<file path="src/shared/packer_params.svh">
`ifndef PACKER_PARAMS_SVH
`define PACKER_PARAMS_SVH

// register byte offsets
`define CTRL_OFFSET     12'h000
`define STAT_OFFSET     12'h004
// control fields
`define CTRL_RUN_BIT    0
`define CTRL_CPLX_BIT   1
`define CTRL_RES24_BIT  2
`define CTRL_PORT_LSB   4
`define CTRL_PORT_MSB   5
`define CTRL_RESET      32'h0000_0000
// status fields
`define STAT_RUN_BIT    0
`define STAT_HAVE_BIT   1
`define STAT_PAIR_BIT   2
`define STAT_FMT_LSB    4
`define STAT_FMT_MSB    7
`define STAT_CRED_LSB   8
`define STAT_CRED_MSB   15
`define STAT_CNT_LSB    16
`define STAT_CNT_MSB    31
// memory rate budget in half-bytes: 1.5 bytes per clock is 3 half-bytes
`define CREDIT_GAIN     8'h03
`define CREDIT_CAP      16
`define COST_REG_READ   8'h04
`define COST_BYTE       8'h02
`define COST_FIBER      8'h08

`endif

</file>
<file path="src/shared/packer_pkg.sv">
package packer_pkg;

  typedef enum logic [1:0] {
    PORT_REG_READ,
    PORT_BYTE_SERIAL,
    PORT_FIBER
  } port_sel_type;

  typedef struct packed {
    port_sel_type port;
    logic         cplx;
    logic         res24;
  } fmt_type;

  typedef struct packed {
    logic [23:0] re;
    logic [23:0] im;
  } sample_type;

  typedef struct packed {
    logic [31:0]  data;
    port_sel_type port;
  } xfer_type;

  typedef enum logic {
    ST_IDLE,
    ST_RUN
  } run_state_type;

endpackage

</file>
<file path="src/sample_output_packer.sv">
// The APB slave port and the address map were left to the implementer.
`timescale 1ns/1ps
`include "packer_params.svh"
// How it works
// - real 12-bit register port: sample over four zeros
// - complex 12-bit register port: real word, then imaginary
// - real 24-bit register port: bits 23:8, then 7:0 padded
// - complex 24-bit register port: four words, real first
// - 12-bit byte port: bits 11:4, then 3:0 padded
// - 24-bit byte port: three bytes then zero byte
// - real 12-bit fiber: two samples, earlier one upper
// - complex 12-bit fiber: padded real over padded imaginary
// - 24-bit fiber: one word per component, zeros below
// - split components go most significant part first
// - memory write rate capped at 1.5 bytes/clock
// - sample rate follows from byte rate budget
// - output port defaults to register read after reset
// - resolution selects 12 or 24 bit packing
module sample_output_packer
  import packer_pkg::*;
#(
  parameter int CREDIT_CAP = `CREDIT_CAP
)(
  input  wire logic        clk,
  input  wire logic        rstn,
  input  wire logic [11:0] paddr,
  input  wire logic        psel,
  input  wire logic        penable,
  input  wire logic        pwrite,
  input  wire logic [31:0] pwdata,
  output logic      [31:0] prdata,
  output logic             pready,
  output logic             pslverr,
  input  wire logic        smp_valid,
  input  wire sample_type  smp,
  output logic             smp_ready,
  output logic             out_valid,
  output xfer_type         out_xfer,
  input  wire logic        out_ready
);

  // the cap leaves room for one gain step, so the 8-bit credit sum never wraps
  if (CREDIT_CAP < 8 || CREDIT_CAP > 252)
  begin : g_cap_check
    $error("CREDIT_CAP must hold one fiber word and fit 8 bits");
  end

  localparam logic [7:0] CAP = 8'(CREDIT_CAP);

  function automatic logic [3:0] comp_steps(fmt_type f);
    case (f.port)
      PORT_REG_READ:    comp_steps = f.res24 ? 4'h2 : 4'h1;
      PORT_BYTE_SERIAL: comp_steps = f.res24 ? 4'h4 : 4'h2;
      default:          comp_steps = 4'h1;
    endcase
  endfunction

  function automatic logic [3:0] total_steps(fmt_type f);
    if (f.port == PORT_FIBER && !f.res24)
      total_steps = 4'h1;
    else
      total_steps = f.cplx ? comp_steps(f) << 1 : comp_steps(f);
  endfunction

  function automatic logic [7:0] xfer_cost(port_sel_type p);
    case (p)
      PORT_REG_READ:    xfer_cost = `COST_REG_READ;
      PORT_BYTE_SERIAL: xfer_cost = `COST_BYTE;
      default:          xfer_cost = `COST_FIBER;
    endcase
  endfunction

  // one transfer for a given step; the fiber real 12-bit pair is merged by the caller
  function automatic logic [31:0] pack_word(fmt_type f, logic [3:0] step, sample_type s);
    logic [3:0]  cps;
    logic [3:0]  idx;
    logic [23:0] c;
    cps = comp_steps(f);
    idx = step;
    c   = s.re;
    if (f.cplx && step >= cps)
    begin
      c   = s.im;
      idx = step - cps;
    end
    pack_word = 32'h0000_0000;
    case (f.port)
      PORT_REG_READ:
        if (!f.res24)
          pack_word[15:0] = {c[11:0], 4'h0};
        else if (idx == 4'h0)
          pack_word[15:0] = c[23:8];
        else
          pack_word[15:0] = {c[7:0], 8'h00};
      PORT_BYTE_SERIAL:
        if (!f.res24)
          pack_word[7:0] = (idx == 4'h0) ? c[11:4] : {c[3:0], 4'h0};
        else
          case (idx[1:0])
            2'h0:    pack_word[7:0] = c[23:16];
            2'h1:    pack_word[7:0] = c[15:8];
            2'h2:    pack_word[7:0] = c[7:0];
            default: pack_word[7:0] = 8'h00;
          endcase
      default:
        if (f.res24)
          pack_word = {c, 8'h00};
        else
          pack_word = {s.re[11:0], 4'h0, s.im[11:0], 4'h0};
    endcase
  endfunction

  logic [31:0]   ctrl_q;
  fmt_type       fmt_q;
  run_state_type state_q;
  sample_type    smp_q;
  logic          have_q;
  logic [15:0]   pair_q;
  logic          pair_have_q;
  logic [3:0]    step_q;
  logic [7:0]    credit_q;
  logic [15:0]   count_q;
  logic          spare_v_q;
  xfer_type      spare_q;

  logic          run_req;
  logic          pair_first;
  logic          fire;
  logic          emit;
  logic          last_step;
  logic          done;
  logic [7:0]    cost;
  logic [31:0]   word_w;
  logic          have_d;
  logic          apb_done;
  logic          addr_ok;
  logic [31:0]   stat_w;

  assign run_req    = ctrl_q[`CTRL_RUN_BIT];
  assign cost       = xfer_cost(fmt_q.port);
  assign pair_first = fmt_q.port == PORT_FIBER && !fmt_q.res24 && !fmt_q.cplx && !pair_have_q;
  assign last_step  = step_q == total_steps(fmt_q) - 4'h1;
  // back-pressure from the two-entry buffer stalls packing, so no word is dropped
  assign fire       = state_q == ST_RUN && have_q && !spare_v_q
                      && (pair_first || credit_q >= cost);
  assign emit       = fire && !pair_first;
  assign done       = fire && (pair_first || last_step);

  always_comb
  begin
    if (fmt_q.port == PORT_FIBER && !fmt_q.res24 && !fmt_q.cplx)
      word_w = {pair_q, smp_q.re[11:0], 4'h0};
    else
      word_w = pack_word(fmt_q, step_q, smp_q);
  end

  // apb: one wait state, pready and data registered
  assign apb_done = psel && penable && pready;
  assign addr_ok  = paddr == `CTRL_OFFSET || paddr == `STAT_OFFSET;

  always_comb
  begin
    stat_w = 32'h0000_0000;
    stat_w[`STAT_RUN_BIT]                 = state_q == ST_RUN;
    stat_w[`STAT_HAVE_BIT]                = have_q;
    stat_w[`STAT_PAIR_BIT]                = pair_have_q;
    stat_w[`STAT_FMT_MSB:`STAT_FMT_LSB]   = fmt_q;
    stat_w[`STAT_CRED_MSB:`STAT_CRED_LSB] = credit_q;
    stat_w[`STAT_CNT_MSB:`STAT_CNT_LSB]   = count_q;
  end

  always_ff @(posedge clk)
  begin
    if (!rstn)
    begin
      pready  <= 1'b0;
      pslverr <= 1'b0;
      prdata  <= 32'h0000_0000;
    end
    else
    begin
      pready  <= psel && penable && !pready;
      pslverr <= psel && penable && !pready && !addr_ok;
      if (psel && penable && !pready && !pwrite)
        prdata <= (paddr == `CTRL_OFFSET) ? ctrl_q
                : (paddr == `STAT_OFFSET) ? stat_w : 32'h0000_0000;
    end
  end

  always_ff @(posedge clk)
  begin
    if (!rstn)
      ctrl_q <= `CTRL_RESET;
    else if (apb_done && pwrite && paddr == `CTRL_OFFSET)
      ctrl_q <= {26'h000_0000, pwdata[`CTRL_PORT_MSB:`CTRL_PORT_LSB], 1'b0,
                 pwdata[`CTRL_RES24_BIT:`CTRL_RUN_BIT]};
  end

  // format only follows the control register at start; writes mid-run wait
  always_ff @(posedge clk)
  begin
    if (!rstn)
    begin
      state_q <= ST_IDLE;
      fmt_q   <= '0;
    end
    else
      case (state_q)
        ST_IDLE:
          if (run_req)
          begin
            state_q <= ST_RUN;
            fmt_q   <= {port_sel_type'(ctrl_q[`CTRL_PORT_MSB:`CTRL_PORT_LSB]),
                        ctrl_q[`CTRL_CPLX_BIT], ctrl_q[`CTRL_RES24_BIT]};
          end
        ST_RUN:
          if (!run_req)
            state_q <= ST_IDLE;
        default:
          state_q <= ST_IDLE;
      endcase
  end

  always_comb
  begin
    have_d = have_q;
    if (done)
      have_d = 1'b0;
    if (smp_valid && smp_ready)
      have_d = 1'b1;
    if (state_q != ST_RUN || !run_req)
      have_d = 1'b0;
  end

  always_ff @(posedge clk)
  begin
    if (!rstn)
    begin
      have_q    <= 1'b0;
      smp_ready <= 1'b0;
      smp_q     <= '0;
    end
    else
    begin
      have_q    <= have_d;
      smp_ready <= state_q == ST_RUN && run_req && !have_d;
      if (smp_valid && smp_ready)
        smp_q <= smp;
    end
  end

  // a stopped measurement drops any partial sample and starts clean
  always_ff @(posedge clk)
  begin
    if (!rstn || state_q != ST_RUN)
    begin
      step_q      <= 4'h0;
      pair_have_q <= 1'b0;
      pair_q      <= 16'h0000;
    end
    else if (fire && pair_first)
    begin
      pair_q      <= {smp_q.re[11:0], 4'h0};
      pair_have_q <= 1'b1;
    end
    else if (emit)
    begin
      pair_have_q <= 1'b0;
      step_q      <= last_step ? 4'h0 : step_q + 4'h1;
    end
  end

  // the budget grows with the clock and saturates, so bursts stay bounded
  always_ff @(posedge clk)
  begin
    if (!rstn)
      credit_q <= 8'h00;
    else if (emit)
      credit_q <= (credit_q - cost + `CREDIT_GAIN > CAP) ? CAP
                : credit_q - cost + `CREDIT_GAIN;
    else
      credit_q <= (credit_q + `CREDIT_GAIN > CAP) ? CAP : credit_q + `CREDIT_GAIN;
  end

  always_ff @(posedge clk)
  begin
    if (!rstn || (state_q == ST_IDLE && run_req))
      count_q <= 16'h0000;
    else if (emit)
      count_q <= count_q + 16'h0001;
  end

  // two-entry buffer: output register plus spare
  always_ff @(posedge clk)
  begin
    if (!rstn)
    begin
      out_valid <= 1'b0;
      out_xfer  <= '0;
      spare_v_q <= 1'b0;
      spare_q   <= '0;
    end
    else if (!out_valid || out_ready)
    begin
      out_valid <= spare_v_q || emit;
      out_xfer  <= spare_v_q ? spare_q : xfer_type'{data: word_w, port: fmt_q.port};
      spare_v_q <= 1'b0;
    end
    else if (emit)
    begin
      spare_v_q <= 1'b1;
      spare_q   <= '{data: word_w, port: fmt_q.port};
    end
  end
endmodule // sample_output_packer

</file>
<file path="config.mk">
export PLATFORM = sky130hd
export DESIGN_NAME = sample_output_packer
export DESIGN_NICKNAME = d
export VERILOG_FILES = /design/src/shared/packer_pkg.sv /design/src/sample_output_packer.sv
export VERILOG_INCLUDE_DIRS = /design/src /design/src/shared
export SDC_FILE = /design/constraint.sdc
export NUM_CORES = 1
export LEC_CHECK = 0
export ABC_AREA = 1
export BUFFER_PORTS_ARGS = -buffer_cell sky130_fd_sc_hd__buf_2
export CAP_MARGIN = 10
export CORE_MARGIN = 5
export CORE_UTILIZATION = 45
export CTS_CLUSTER_SIZE = 20
export DETAILED_ROUTE_END_ITERATION = 7
export PLACE_DENSITY = 0.66
export SYNTH_ARGS = -nofsm -noshare
export SYNTH_HDL_FRONTEND = slang
export SYNTH_SLANG_ARGS = --single-unit
</file>
<file path="constraint.sdc">
create_clock -name clk -period 3.2 [get_ports clk]
set_input_delay 0.16 -clock clk [delete_from_list [all_inputs] [get_ports clk]]
set_output_delay 0.16 -clock clk [all_outputs]
set_load 0.005 [all_outputs]
</file>
==> results of run 1 <==
metal layers:
metal,up-vias,track usage (%),share of wire (%)
met2,310,40.10,48
met4,0,6.786,3.2
li1,5246,-,-
met5,-,0,0
met1,4704,30.55,43
met3,62,3.266,5.5
sequential cells by signal, summed over array words and instances (netlist names):
name,flops
smp_q,48
pair_have_q,1
step_q,4
count_q,16
out_valid,1
state_q,1
fmt_q,4
out_xfer,34
pready,1
ctrl_q,5
smp_ready,1
pslverr,1
prdata,31
credit_q,8
have_q,1
spare_q,34
pair_q,12
spare_v_q,1
worst paths after layout:
| path | slack, ns | startpoint | to |
|---|---|---|---|
| worst max register to register | 0.20 | fmt_q[3] | out_xfer[13] |
| worst min-delay path | -0.003 | smp[14] | smp_q[14] |
| worst max-delay path | 0.20 | fmt_q[3] | out_xfer[13] |
| worst min register to register | 0.44 | ctrl_q[0] | state_q |
repair_timing:
item	in CTS	in global routing
cloned	0	1
hold buffers	49	0
endpoints found under the hold margin	49	0
setup endpoints to repair	8	37
pin swaps	0	5
resized for setup	1	25
buffers inserted	0	5
synthesized netlist by cell type (all sizes together), types with 2 or more instances:
master | number | area, um^2
a211oi | 3 | 22.52
a21oi | 149 | 753.2
a22o | 2 | 17.52
a31oi | 5 | 31.28
buf | 26 | 196.4
clkbuf | 54 | 202.7
clkinv | 4 | 15.01
dfxtp | 204 | 4084
fa | 2 | 40.04
ha | 26 | 325.3
inv | 148 | 555.5
nand2 | 330 | 1281
nand3 | 96 | 490.5
nand3b | 6 | 45.04
nand4 | 10 | 62.56
nor2 | 156 | 628.1
nor3 | 13 | 75.07
nor3b | 4 | 30.03
nor4 | 7 | 43.79
o211ai | 24 | 195.2
o21a | 3 | 22.52
o21ai | 178 | 902.1
o21bai | 3 | 22.52
o221ai | 8 | 70.07
xnor2 | 8 | 70.07
xor2 | 14 | 122.6
final cells by class:
cell class	count	area (um^2)	share of cell area, %
Sequential cell	204	4089	32.02
Multi-Input combinational cell	1053	5358	41.95
Inverter	152	573.1	4.487
Tap cell	285	356.6	2.792
Timing Repair Buffer	237	1602	12.54
Clock inverter	12	168.9	1.323
Clock buffer	28	624.3	4.889
logic make-up after synthesis:
group | synth area share (%)
buf+inv | 9.393
compound gates | 19.88
fa+ha+maj | 3.539
other cells | 0.03632
xor+xnor | 1.866
simple gates | 25.73
flops | 39.56
power groups by stage:
| stage | clock [mW] | sequential, mW | combinational, mW |
|---|---|---|---|
| final | 2.75 | 2.55 | 0.218 |
| after global routing | 2.92 | 2.55 | 0.243 |
| after CTS | 2.81 | 2.55 | 0.215 |
| after detailed placement | 0 | 2.61 | 0.168 |
| after global placement | 0 | 2.61 | 0.165 |
| after floorplan | 0 | 2.61 | 0.0950 |
worst register-to-register path: cells and delay by family, from the launching register on:
family | cells | cell delay, ns
AOI/OAI and AO/OA | 1 | 0.09
adders and majority gates | 1 | 0.37
buffers and inverters | 5 | 0.71
DFF | 1 | 0.37
and+or+nand+nor | 15 | 1.33
metrics by stage:
stage / util (%) / power (mW)
3_5_place_dp: 50.00 / 2.779
2_1_floorplan: - / 2.704
5_1_grt: 56.41 / 5.721
3_3_place_gp: 50.00 / 2.775
6_report: 56.41 / 5.523
4_1_cts: 55.68 / 5.574
==> results_dict.tcl, run 1 <==
set metrics [dict create \
    cp_cell_sequence "nor2_2 > nand2_1 > buf_4 > nand2_1 > inv_1 > fa_2 > nand2_1 > nand3_2 > nand2_4 > buf_4 > clkbuf_16 > a21oi_1 > buf_4 > nand3b_1 > nand3_1 > nand2_1 > nand2_1 > nand2_1 > nand2_1 > nand2_1 > nand2_1 > nand2_1" \
    final.setup.tns_ns 0 \
    power.switching_mw 1.162 \
    timing.hold.worst.class "in2reg" \
    cell_with_the_biggest_individual_delay_on_the_critical_path "sky130_fd_sc_hd__dfxtp_4" \
    gp_routability_congestion 0.9765 \
    postRouteAntennaNets 0 \
    route.detailed.drc 0 \
    grt_antenna_before_repair 0 \
    final-max-slew-violation-count 0 \
    ff2ff_path_depth 22 \
    yosys_most_used_dff "sky130_fd_sc_hd__dfxtp_1" \
    vdd_ir_drop_max_mv 0.3610 \
    fin_area_um2 12770 \
    clockBufferDepth 3 \
    p_clk_share_pct 49.8 \
    layout_common_cells "sky130_fd_sc_hd__nand2_1 (313), sky130_fd_sc_hd__dfxtp_1 (202), sky130_fd_sc_hd__o21ai_0 (165), sky130_fd_sc_hd__a21oi_1 (145), sky130_fd_sc_hd__nor2_1 (144)" \
    ys_types 43 \
    critPathKind "reg2reg" \
    grt_pass1_vias 9734 \
    die_y_um 161.5 \
    final-instance-count-excl-fill 1971 \
    post-place-ws_ns -0.0003622 \
    number_of_buffers_inserted_during_clock_tree_synthesis 23 \
    crit_required_ns 3.59 \
    power_density_nw_per_um2 432.5 \
    crit_path_start_kind "flop" \
    vias 10322 \
    wire_length_of_the_first_global_routing_pass_mm 50.27 \
    placement_rows 55 \
    seqPwrFrac_pct 46.2 \
    synth_enable_flop_cells 0 \
    routed_wl_mm 31.37 \
    grt_setup_unrepaired "no" \
    setup_viol 0 \
    grt_start_max_net_pins 86 \
    layout-drive-gt1-share_pct 16.73 \
    grt_total_usage_pct 23.31 \
    hold_depth 3 \
    max_slew.worst_pin.slew_ns 0.9703 \
    cts.clk_slew.worst_paths_ns 0.06 \
    synth_sequential_area_ratio_pct 39.56 \
    share_comb_of_total_power_pct 3.9 \
    dr_iter_0_viols 695 \
    detail_route.first_pass.iterations 5 \
    critPathCaptureType "flop" \
    layout_worst_path_cycle_share_pct 93.65 \
    layout.filler_cells 2177 \
    fmax_mhz 333.7 \
    status "finished, violations left" \
    clock_tree.htree_level_count 1 \
    dieArea_um2 26070 \
    vias_per_cell 5.237 \
    postSynthAreaPerCell_um2 6.947 \
    critical_path.max_fanout 16 \
    cp_top_family "simple AND/OR/NAND/NOR gates" \
    clockRootBuffer "sky130_fd_sc_hd__clkbuf_16" \
    worstPathBufferInverterCount 5 \
    power_report.internal_total_mw 4.361 \
    maxCapViolCount 0 \
    area_growth_pct 23.71 \
    port-buffer-count 140 \
    fin_crit_ns 2.997 \
    critical_path.most_common_cell "sky130_fd_sc_hd__nand2_1" \
    worst_slack_ns 0.2032 \
    post_synth_instance_area_um2 10320 \
    synth_async_sr_flop_share_pct 0 \
    hold-worst-slack_ns -0.003214 \
    layout_commonest_cell "sky130_fd_sc_hd__nand2_1" \
    p_leak_nw 5.606 \
    syn_inst 1486 \
    synth_warnings 0 \
    worst_ep_arrival_time_ns 3.39 \
    floorplan.die.width_um 161.5 \
    swShare_pct 21.03 \
    clkLatencyLatePin_ns 0.51 \
    start_util_pct 45.60 \
    design.portCount 169 \
    timing.slew.headroom_pct 35.08 \
    fin_worst_skew_ns 0.01916 \
    dp_cells 1875 \
    total_stage_count_of_the_critical_path 22 \
    max_stage_delay_ns 0.37 \
    failed_checks "hold timing" \
    final_hold_vio_count 1 \
    post_placement_cell_area_um2 11320 \
    core_um2 22640 \
    n_antenna_cell 0 \
    finalNetCount 1798 \
    globalRouteOverflowTotal 0 \
    hpwlAfterDp_mm 22.18 \
    tritoncts "built" \
    clock_sinks 204 \
    detail_route.wl_per_cell_um 15.91 \
    synth_seq_cells 204 \
]
No activity file was read; power rests on OpenSTA's default activity.
==> inputs of run 2 (changes only) <==
--- a/config.mk
+++ b/config.mk
@@ -7,13 +7,16 @@
 export NUM_CORES = 1
 export LEC_CHECK = 0
 export ABC_AREA = 1
+export ABC_CLOCK_PERIOD_IN_PS = 3200
 export BUFFER_PORTS_ARGS = -buffer_cell sky130_fd_sc_hd__buf_2
 export CAP_MARGIN = 10
+export CELL_PAD_IN_SITES_DETAIL_PLACEMENT = 2
+export CELL_PAD_IN_SITES_GLOBAL_PLACEMENT = 2
 export CORE_MARGIN = 5
-export CORE_UTILIZATION = 45
+export CORE_UTILIZATION = 31
 export CTS_CLUSTER_SIZE = 20
 export DETAILED_ROUTE_END_ITERATION = 7
-export PLACE_DENSITY = 0.66
+export PLACE_DENSITY_LB_ADDON = 0.1
 export SYNTH_ARGS = -nofsm -noshare
 export SYNTH_HDL_FRONTEND = slang
 export SYNTH_SLANG_ARGS = --single-unit
==> run 2 against run 1 <==
Clock power is 3% higher; highest routed layer unchanged; fmax is 2.1% lower; wire length is 31% higher; the flow now finishes without violations; worst hold slack better by 0.025 ns; clock skew is 0.0097 ns lower; combinational power is 7% higher; count of clock-buffer cells in the layout is 10 higher; die area is 42% higher; largest power group unchanged; register-to-register slack worse by 0.06 ns.
==> results_dict.tcl, run 2 (same netlist as run 1, synthesis figures left out) <==
set metrics [dict create \
    tritoncts "built" \
    start_util_pct 31.57 \
    final-instance-count-excl-fill 2166 \
    grt-busiest-layer "met2" \
    crit_path_start_kind "flop" \
    rr_startpoint "fmt_q[3]" \
    use_met2_pct 41.37 \
    critical_path.most_common_cell "sky130_fd_sc_hd__nand2_1" \
    grt_total_usage_pct 21.71 \
    routed_wl_mm 41.04 \
    largestRegisters "smp_q x48, out_xfer x34, spare_q x34" \
    design.portCount 169 \
    vdd_ir_drop_max_mv 0.3587 \
    total_power_mw 5.613 \
    route.detailed.drc 0 \
    critPathCaptureType "flop" \
    fin_crit_ns 3.061 \
    grt_start_max_net_pins 72 \
    placement_rows 66 \
    timing.slew.headroom_pct 42.09 \
    grt_antenna_before_repair 0 \
    globalRouteOverflowTotal 0 \
    p_leak_nw 5.788 \
    core_um2 32700 \
    status "completed" \
    worst_slack_ns 0.1390 \
    post_placement_cell_area_um2 11780 \
    hold-worst-slack_ns 0.02151 \
    fmax_mhz 326.7 \
    max_stage_delay_ns 0.34 \
    dr_iter_0_viols 365 \
    n_antenna_cell 0 \
    largest_register "smp_q" \
    cp_cell_sequence "buf_4 > nor2_4 > buf_6 > nand2_2 > ha_4 > nand3_1 > nand3_4 > nand2_4 > nand2_1 > nand2_2 > nand2_4 > inv_2 > buf_12 > nand2_4 > nand2_1 > buf_4 > nand3_1 > nand2_1 > o21ai_2 > nand3_1 > nand2_1 > nand2_1" \
    vias_per_cell 5.045 \
    layout_worst_path_cycle_share_pct 95.66 \
    hpwlAfterDp_mm 29.43 \
    detail_route.first_pass.iterations 5 \
    crit_required_ns 3.61 \
    clkLatencyLatePin_ns 0.52 \
    critPathKind "reg2reg" \
    clockRootBuffer "sky130_fd_sc_hd__clkbuf_16" \
    critical_path.max_fanout 8 \
    finalNetCount 1834 \
    postRouteAntennaNets 0 \
    hold_start "rstn" \
    final-max-slew-violation-count 0 \
    cp-startpoint "fmt_q[3]" \
    max_slew.worst_pin.slew_ns 0.8633 \
    grt.met3_usage_pct 2.931 \
    worst-r2r-setup-slack_ns 0.14 \
    detail_route.wl_per_cell_um 18.95 \
    worst_ep_arrival_time_ns 3.47 \
    number_of_buffers_inserted_during_clock_tree_synthesis 24 \
    wire_length_of_the_first_global_routing_pass_mm 64.29 \
    maxCapViolCount 0 \
    grt_util_met1_pct 25.60 \
    area_growth_pct 28.80 \
    die_y_um 192.5 \
    timing.hold.worst.class "in2reg" \
    dieArea_um2 37050 \
    dp_cells 2064 \
    post-place-ws_ns -0.1068 \
    layout_common_cells "sky130_fd_sc_hd__nand2_1 (314), sky130_fd_sc_hd__dfxtp_1 (202), sky130_fd_sc_hd__o21ai_0 (163), sky130_fd_sc_hd__a21oi_1 (147), sky130_fd_sc_hd__nor2_1 (144)" \
    flip_flop_count_of_the_largest_register_all_copies_and_words_added 48 \
    clockBufferDepth 3 \
    final_core_util_pct 40.66 \
    final_hold_vio_count 0 \
    final.setup.tns_ns 0 \
    cts.clk_slew.worst_paths_ns 0.06 \
    layout_commonest_cell "sky130_fd_sc_hd__nand2_1" \
    cell_with_the_biggest_individual_delay_on_the_critical_path "sky130_fd_sc_hd__dfxtp_2" \
    setup_viol 0 \
    vias 10927 \
    layout-drive-gt1-share_pct 18.16 \
    fin_worst_skew_ns 0.009465 \
    clock_tree.htree_level_count 1 \
    clock_sinks 204 \
    port-buffer-count 140 \
    grt_pass1_vias 11943 \
    floorplan.die.width_um 192.5 \
    power_density_nw_per_um2 422.1 \
    fin_area_um2 13300 \
    gp_routability_congestion 0.8669 \
]
-- run 2: cell count changes in the layout (fill, tap and decap cells not counted), moves of 3 or more --
cell                            before  now
sky130_fd_sc_hd__ha_4                0    3
sky130_fd_sc_hd__inv_2               5    8
sky130_fd_sc_hd__clkbuf_1            2    6
sky130_fd_sc_hd__clkinv_2            6    3
sky130_fd_sc_hd__buf_4              43   73
sky130_fd_sc_hd__o21ai_1             9   12
sky130_fd_sc_hd__dlygate4sd3_1      49   52
sky130_fd_sc_hd__clkbuf_8            3    7
-- run 2: final cells by class --
cell class                 count  area (um^2)
tap                          442        553.0
multi-input combinational   1053         5378
clock inverter                 5        75.07
fill                        3941        19400
clock buffer                  38        744.5
sequential                   204         4089
timing repair buffer         272         1887
inverter                     152        570.5
-- run 2: path summary, 6_finish.rpt --
check                 end  cells after the start
max           out_xfer[9]                     22
min          out_xfer[20]                      3
max reg2reg   out_xfer[9]                     22
min reg2reg  out_xfer[28]                      2
-- run 2: power breakdown --
group | leakage [nW] | switching [mW] | total (mW) | internal (mW)
logic | 3.74 | 0.122 | 0.233 | 0.111
registers | 1.65 | 0.00788 | 2.55 | 2.55
clock network | 0.405 | 1.08 | 2.83 | 1.75
-- run 2: repair_timing --
item,in CTS,in global routing
resized for setup,5,25
pin swaps,0,8
setup endpoints to repair,32,60
buffers inserted,0,7
hold buffers,52,0
hold endpoints to repair,52,0
-- run 2: per-layer routing --
| metal | share of wire [%] | wire (um) |
|---|---|---|
| met5 | 0 | 0 |
| met4 | 2.2 | 902 |
| met3 | 3.3 | 1348 |
| met2 | 52 | 21450 |
| met1 | 42 | 17340 |
-- run 2: worst max-delay path, delay by kind of cell (launching register included) --
kind / cells / cell delay, ns
adders and majority gates: 1 / 0.30
AOI/OAI and AO/OA: 1 / 0.20
and+or+nand+nor: 15 / 1.48
DFF: 1 / 0.34
buffers and inverters: 5 / 0.61
==> inputs of run 3 (changes only) <==
--- a/config.mk
+++ b/config.mk
@@ -6,14 +6,13 @@
 export SDC_FILE = /design/constraint.sdc
 export NUM_CORES = 1
 export LEC_CHECK = 0
-export ABC_AREA = 1
 export ABC_CLOCK_PERIOD_IN_PS = 3200
 export BUFFER_PORTS_ARGS = -buffer_cell sky130_fd_sc_hd__buf_2
 export CAP_MARGIN = 10
 export CELL_PAD_IN_SITES_DETAIL_PLACEMENT = 2
 export CELL_PAD_IN_SITES_GLOBAL_PLACEMENT = 2
 export CORE_MARGIN = 5
-export CORE_UTILIZATION = 31
+export CORE_UTILIZATION = 33
 export CTS_CLUSTER_SIZE = 20
 export DETAILED_ROUTE_END_ITERATION = 7
 export PLACE_DENSITY_LB_ADDON = 0.1
==> run 3 against run 2 <==
The flow now finishes with violations (setup timing); wire length increased by 2.5%; sequential power about the same; clock power fell by 4%; critical path depth down 8; final cell count decreased by 11%; critical path type unchanged; critical endpoint is now out_xfer[14]; largest power group unchanged.
==> results_dict.tcl, run 3 <==
set metrics [dict create \
    vias_per_cell 5.496 \
    yosys.area.top_type "sky130_fd_sc_hd__dfxtp_1" \
    port-buffer-count 140 \
    critical_path.max_fanout 6 \
    largest_register "smp_q" \
    maxCapViolCount 0 \
    synth_top_cell_area_share_pct 39.41 \
    finalNetCount 1651 \
    number_of_buffers_inserted_during_clock_tree_synthesis 25 \
    dr_iter_0_viols 402 \
    timing.hold.worst.class "in2reg" \
    area_growth_pct 33.91 \
    vias 10635 \
    worst_ep_arrival_time_ns 3.64 \
    layout-drive-gt1-share_pct 25.34 \
    n_antenna_cell 0 \
    layout_commonest_cell "sky130_fd_sc_hd__dfxtp_1" \
    clock_sinks 204 \
    detail_route.first_pass.iterations 4 \
    grt_antenna_before_repair 0 \
    final-instance-count-excl-fill 1935 \
    post_placement_cell_area_um2 12030 \
    dieArea_um2 35050 \
    power_density_nw_per_um2 396.3 \
    top_count_cell_post_synth "sky130_fd_sc_hd__dfxtp_1" \
    route.detailed.drc 0 \
    wire_length_of_the_first_global_routing_pass_mm 65.14 \
    failed_checks "setup timing" \
    fmax_mhz 308.9 \
    layout_worst_path_cycle_share_pct 101.2 \
    clockRootBuffer "sky130_fd_sc_hd__clkbuf_16" \
    grt_total_usage_pct 22.70 \
    cp_cell_sequence "o21ai_2 > ha_2 > inv_2 > fa_2 > buf_6 > a21o_1 > a311oi_2 > o32ai_4 > nor2_4 > buf_4 > mux2i_1 > a211o_1 > a221oi_2 > nor2_1" \
    post-place-ws_ns -0.2365 \
    tritoncts "built" \
    die_y_um 187.2 \
    p_clk_share_pct 49.7 \
    fin_worst_skew_ns 0.01179 \
    worst-r2r-setup-slack_ns -0.04 \
    swShare_pct 22.01 \
    yosys_most_used_dff "sky130_fd_sc_hd__dfxtp_1" \
    timing.slew.headroom_pct 21.55 \
    core_um2 30830 \
    floorplan.die.width_um 187.2 \
    hpwlAfterDp_mm 28.60 \
    power.switching_mw 1.210 \
    power_report.internal_total_mw 4.289 \
    start_util_pct 33.62 \
    gp_routability_congestion 0.8787 \
    crit_required_ns 3.60 \
    clkLatencyLatePin_ns 0.52 \
    setup_viol 1 \
    grt_pass1_vias 11688 \
    synth_warnings 0 \
    vdd_ir_drop_max_mv 0.2850 \
    design.portCount 169 \
    max_stage_delay_ns 0.38 \
    postSynthAreaPerCell_um2 8.116 \
    ys_types 73 \
    fin_area_um2 13880 \
    synth.top_cells.by_area "sky130_fd_sc_hd__dfxtp_1 (39%), sky130_fd_sc_hd__a21oi_1 (6.1%), sky130_fd_sc_hd__nor2_1 (6.0%)" \
    clockBufferDepth 3 \
    hold-worst-slack_ns 0.04879 \
    critPathKind "reg2reg" \
    syn_inst 1277 \
    fin_crit_ns 3.237 \
    final_hold_vio_count 0 \
    flip_flop_count_of_the_largest_register_all_copies_and_words_added 48 \
    synth_async_sr_flop_share_pct 0 \
    largestRegisters "smp_q x48, out_xfer x34, spare_q x34" \
    dp_cells 1818 \
    detail_route.wl_per_cell_um 21.75 \
    final_core_util_pct 45.02 \
    final.setup.tns_ns -0.03712 \
    worst_slack_ns -0.03712 \
    routed_wl_mm 42.09 \
    seqPwrFrac_pct 46.3 \
    status "finished, violations left" \
    grt_start_max_net_pins 98 \
    postRouteAntennaNets 0 \
    clock_tree.htree_level_count 1 \
    cell_with_the_biggest_individual_delay_on_the_critical_path "sky130_fd_sc_hd__dfxtp_4" \
    synth.top_cells.by_count "sky130_fd_sc_hd__dfxtp_1 (204), sky130_fd_sc_hd__nor2_1 (165), sky130_fd_sc_hd__nand2_1 (146), sky130_fd_sc_hd__a21oi_1 (127), sky130_fd_sc_hd__clkbuf_1 (72)" \
    post_synth_instance_area_um2 10360 \
    grt_setup_unrepaired "yes" \
    crit_path_start_kind "flop" \
    final-max-slew-violation-count 0 \
    critPathCaptureType "flop" \
    layout_common_cells "sky130_fd_sc_hd__dfxtp_1 (201), sky130_fd_sc_hd__nor2_1 (163), sky130_fd_sc_hd__nand2_1 (146), sky130_fd_sc_hd__buf_2 (140), sky130_fd_sc_hd__a21oi_1 (126)" \
    synth_sequential_area_ratio_pct 39.41 \
    cts.clk_slew.worst_paths_ns 0.06 \
    placement_rows 64 \
    share_comb_of_total_power_pct 4.0 \
    p_leak_nw 5.536 \
    synth_seq_cells 204 \
    max_slew.worst_pin.slew_ns 1.177 \
    globalRouteOverflowTotal 0 \
    synth_enable_flop_cells 0 \
    total_power_mw 5.499 \
]
-- run 3: final timing paths --
| kind | cells past startpoint | end | start |
|---|---|---|---|
| worst max-delay path | 14 | out_xfer[14] | fmt_q[0] |
| worst min-delay path | 4 | prdata[0] | pwrite |
| worst max register to register | 14 | out_xfer[14] | fmt_q[0] |
| worst min register to register | 2 | prdata[2] | prdata[2] |
-- run 3: logic make-up (layout without fill, tap and decap cells) --
logic type / after synthesis / in the layout / share of synthesized area, %
xor+xnor: 31 / 31 / 2.620
other cells: 1 / 4 / 0.03618
simple gates: 486 / 487 / 21.01
buf+inv: 125 / 383 / 5.457
mux: 63 / 63 / 6.556
compound gates: 339 / 339 / 21.39
flops: 204 / 204 / 39.41
fa+ha+maj: 28 / 28 / 3.525
-- run 3: cell type report --
type,instances,area [um^2]
inverter,21,81.33
clock inverter,7,60.06
fill,3481,16950
sequential,204,4093
timing repair buffer,320,2321
multi-input combinational,952,6105
clock buffer,35,723.2
tap,396,495.5
-- run 3: critical path, delay by kind of cell (launching register included) --
family | cells | cell delay [ns]
AOI/OAI and AO/OA | 6 | 1.41
muxes | 1 | 0.08
buffers and inverters | 3 | 0.37
DFF | 1 | 0.38
adders and majority gates | 2 | 0.57
and+or+nand+nor | 2 | 0.31
-- run 3: power groups by stage --
| stage | sequential (mW) | clock, mW | combinational, mW |
|---|---|---|---|
| 2_1_floorplan | 2.60 | 0 | 0.0848 |
| 3_3_place_gp | 2.61 | 0 | 0.161 |
| 3_5_place_dp | 2.61 | 0 | 0.165 |
| 4_1_cts | 2.55 | 2.81 | 0.218 |
| 5_1_grt | 2.55 | 2.92 | 0.242 |
| 6_report | 2.55 | 2.73 | 0.219 |
-- run 3: layer usage --
metal,global-route usage (%),part of all wire (%),wire [um]
met1,26.30,41,17280
met2,42.87,52,21950
met3,3.602,3.7,1560
met4,6.655,3.1,1290
met5,0,0,0
-- run 3: timing repair --
item                                    4_1_cts  5_1_grt
pin swaps                                     2       24
endpoints found under the setup margin       51       64
cloned                                        1        2
endpoints found under the hold margin        56        0
resized for setup                            14       45
hold buffers                                 56        0
setup buffers                                 6       10
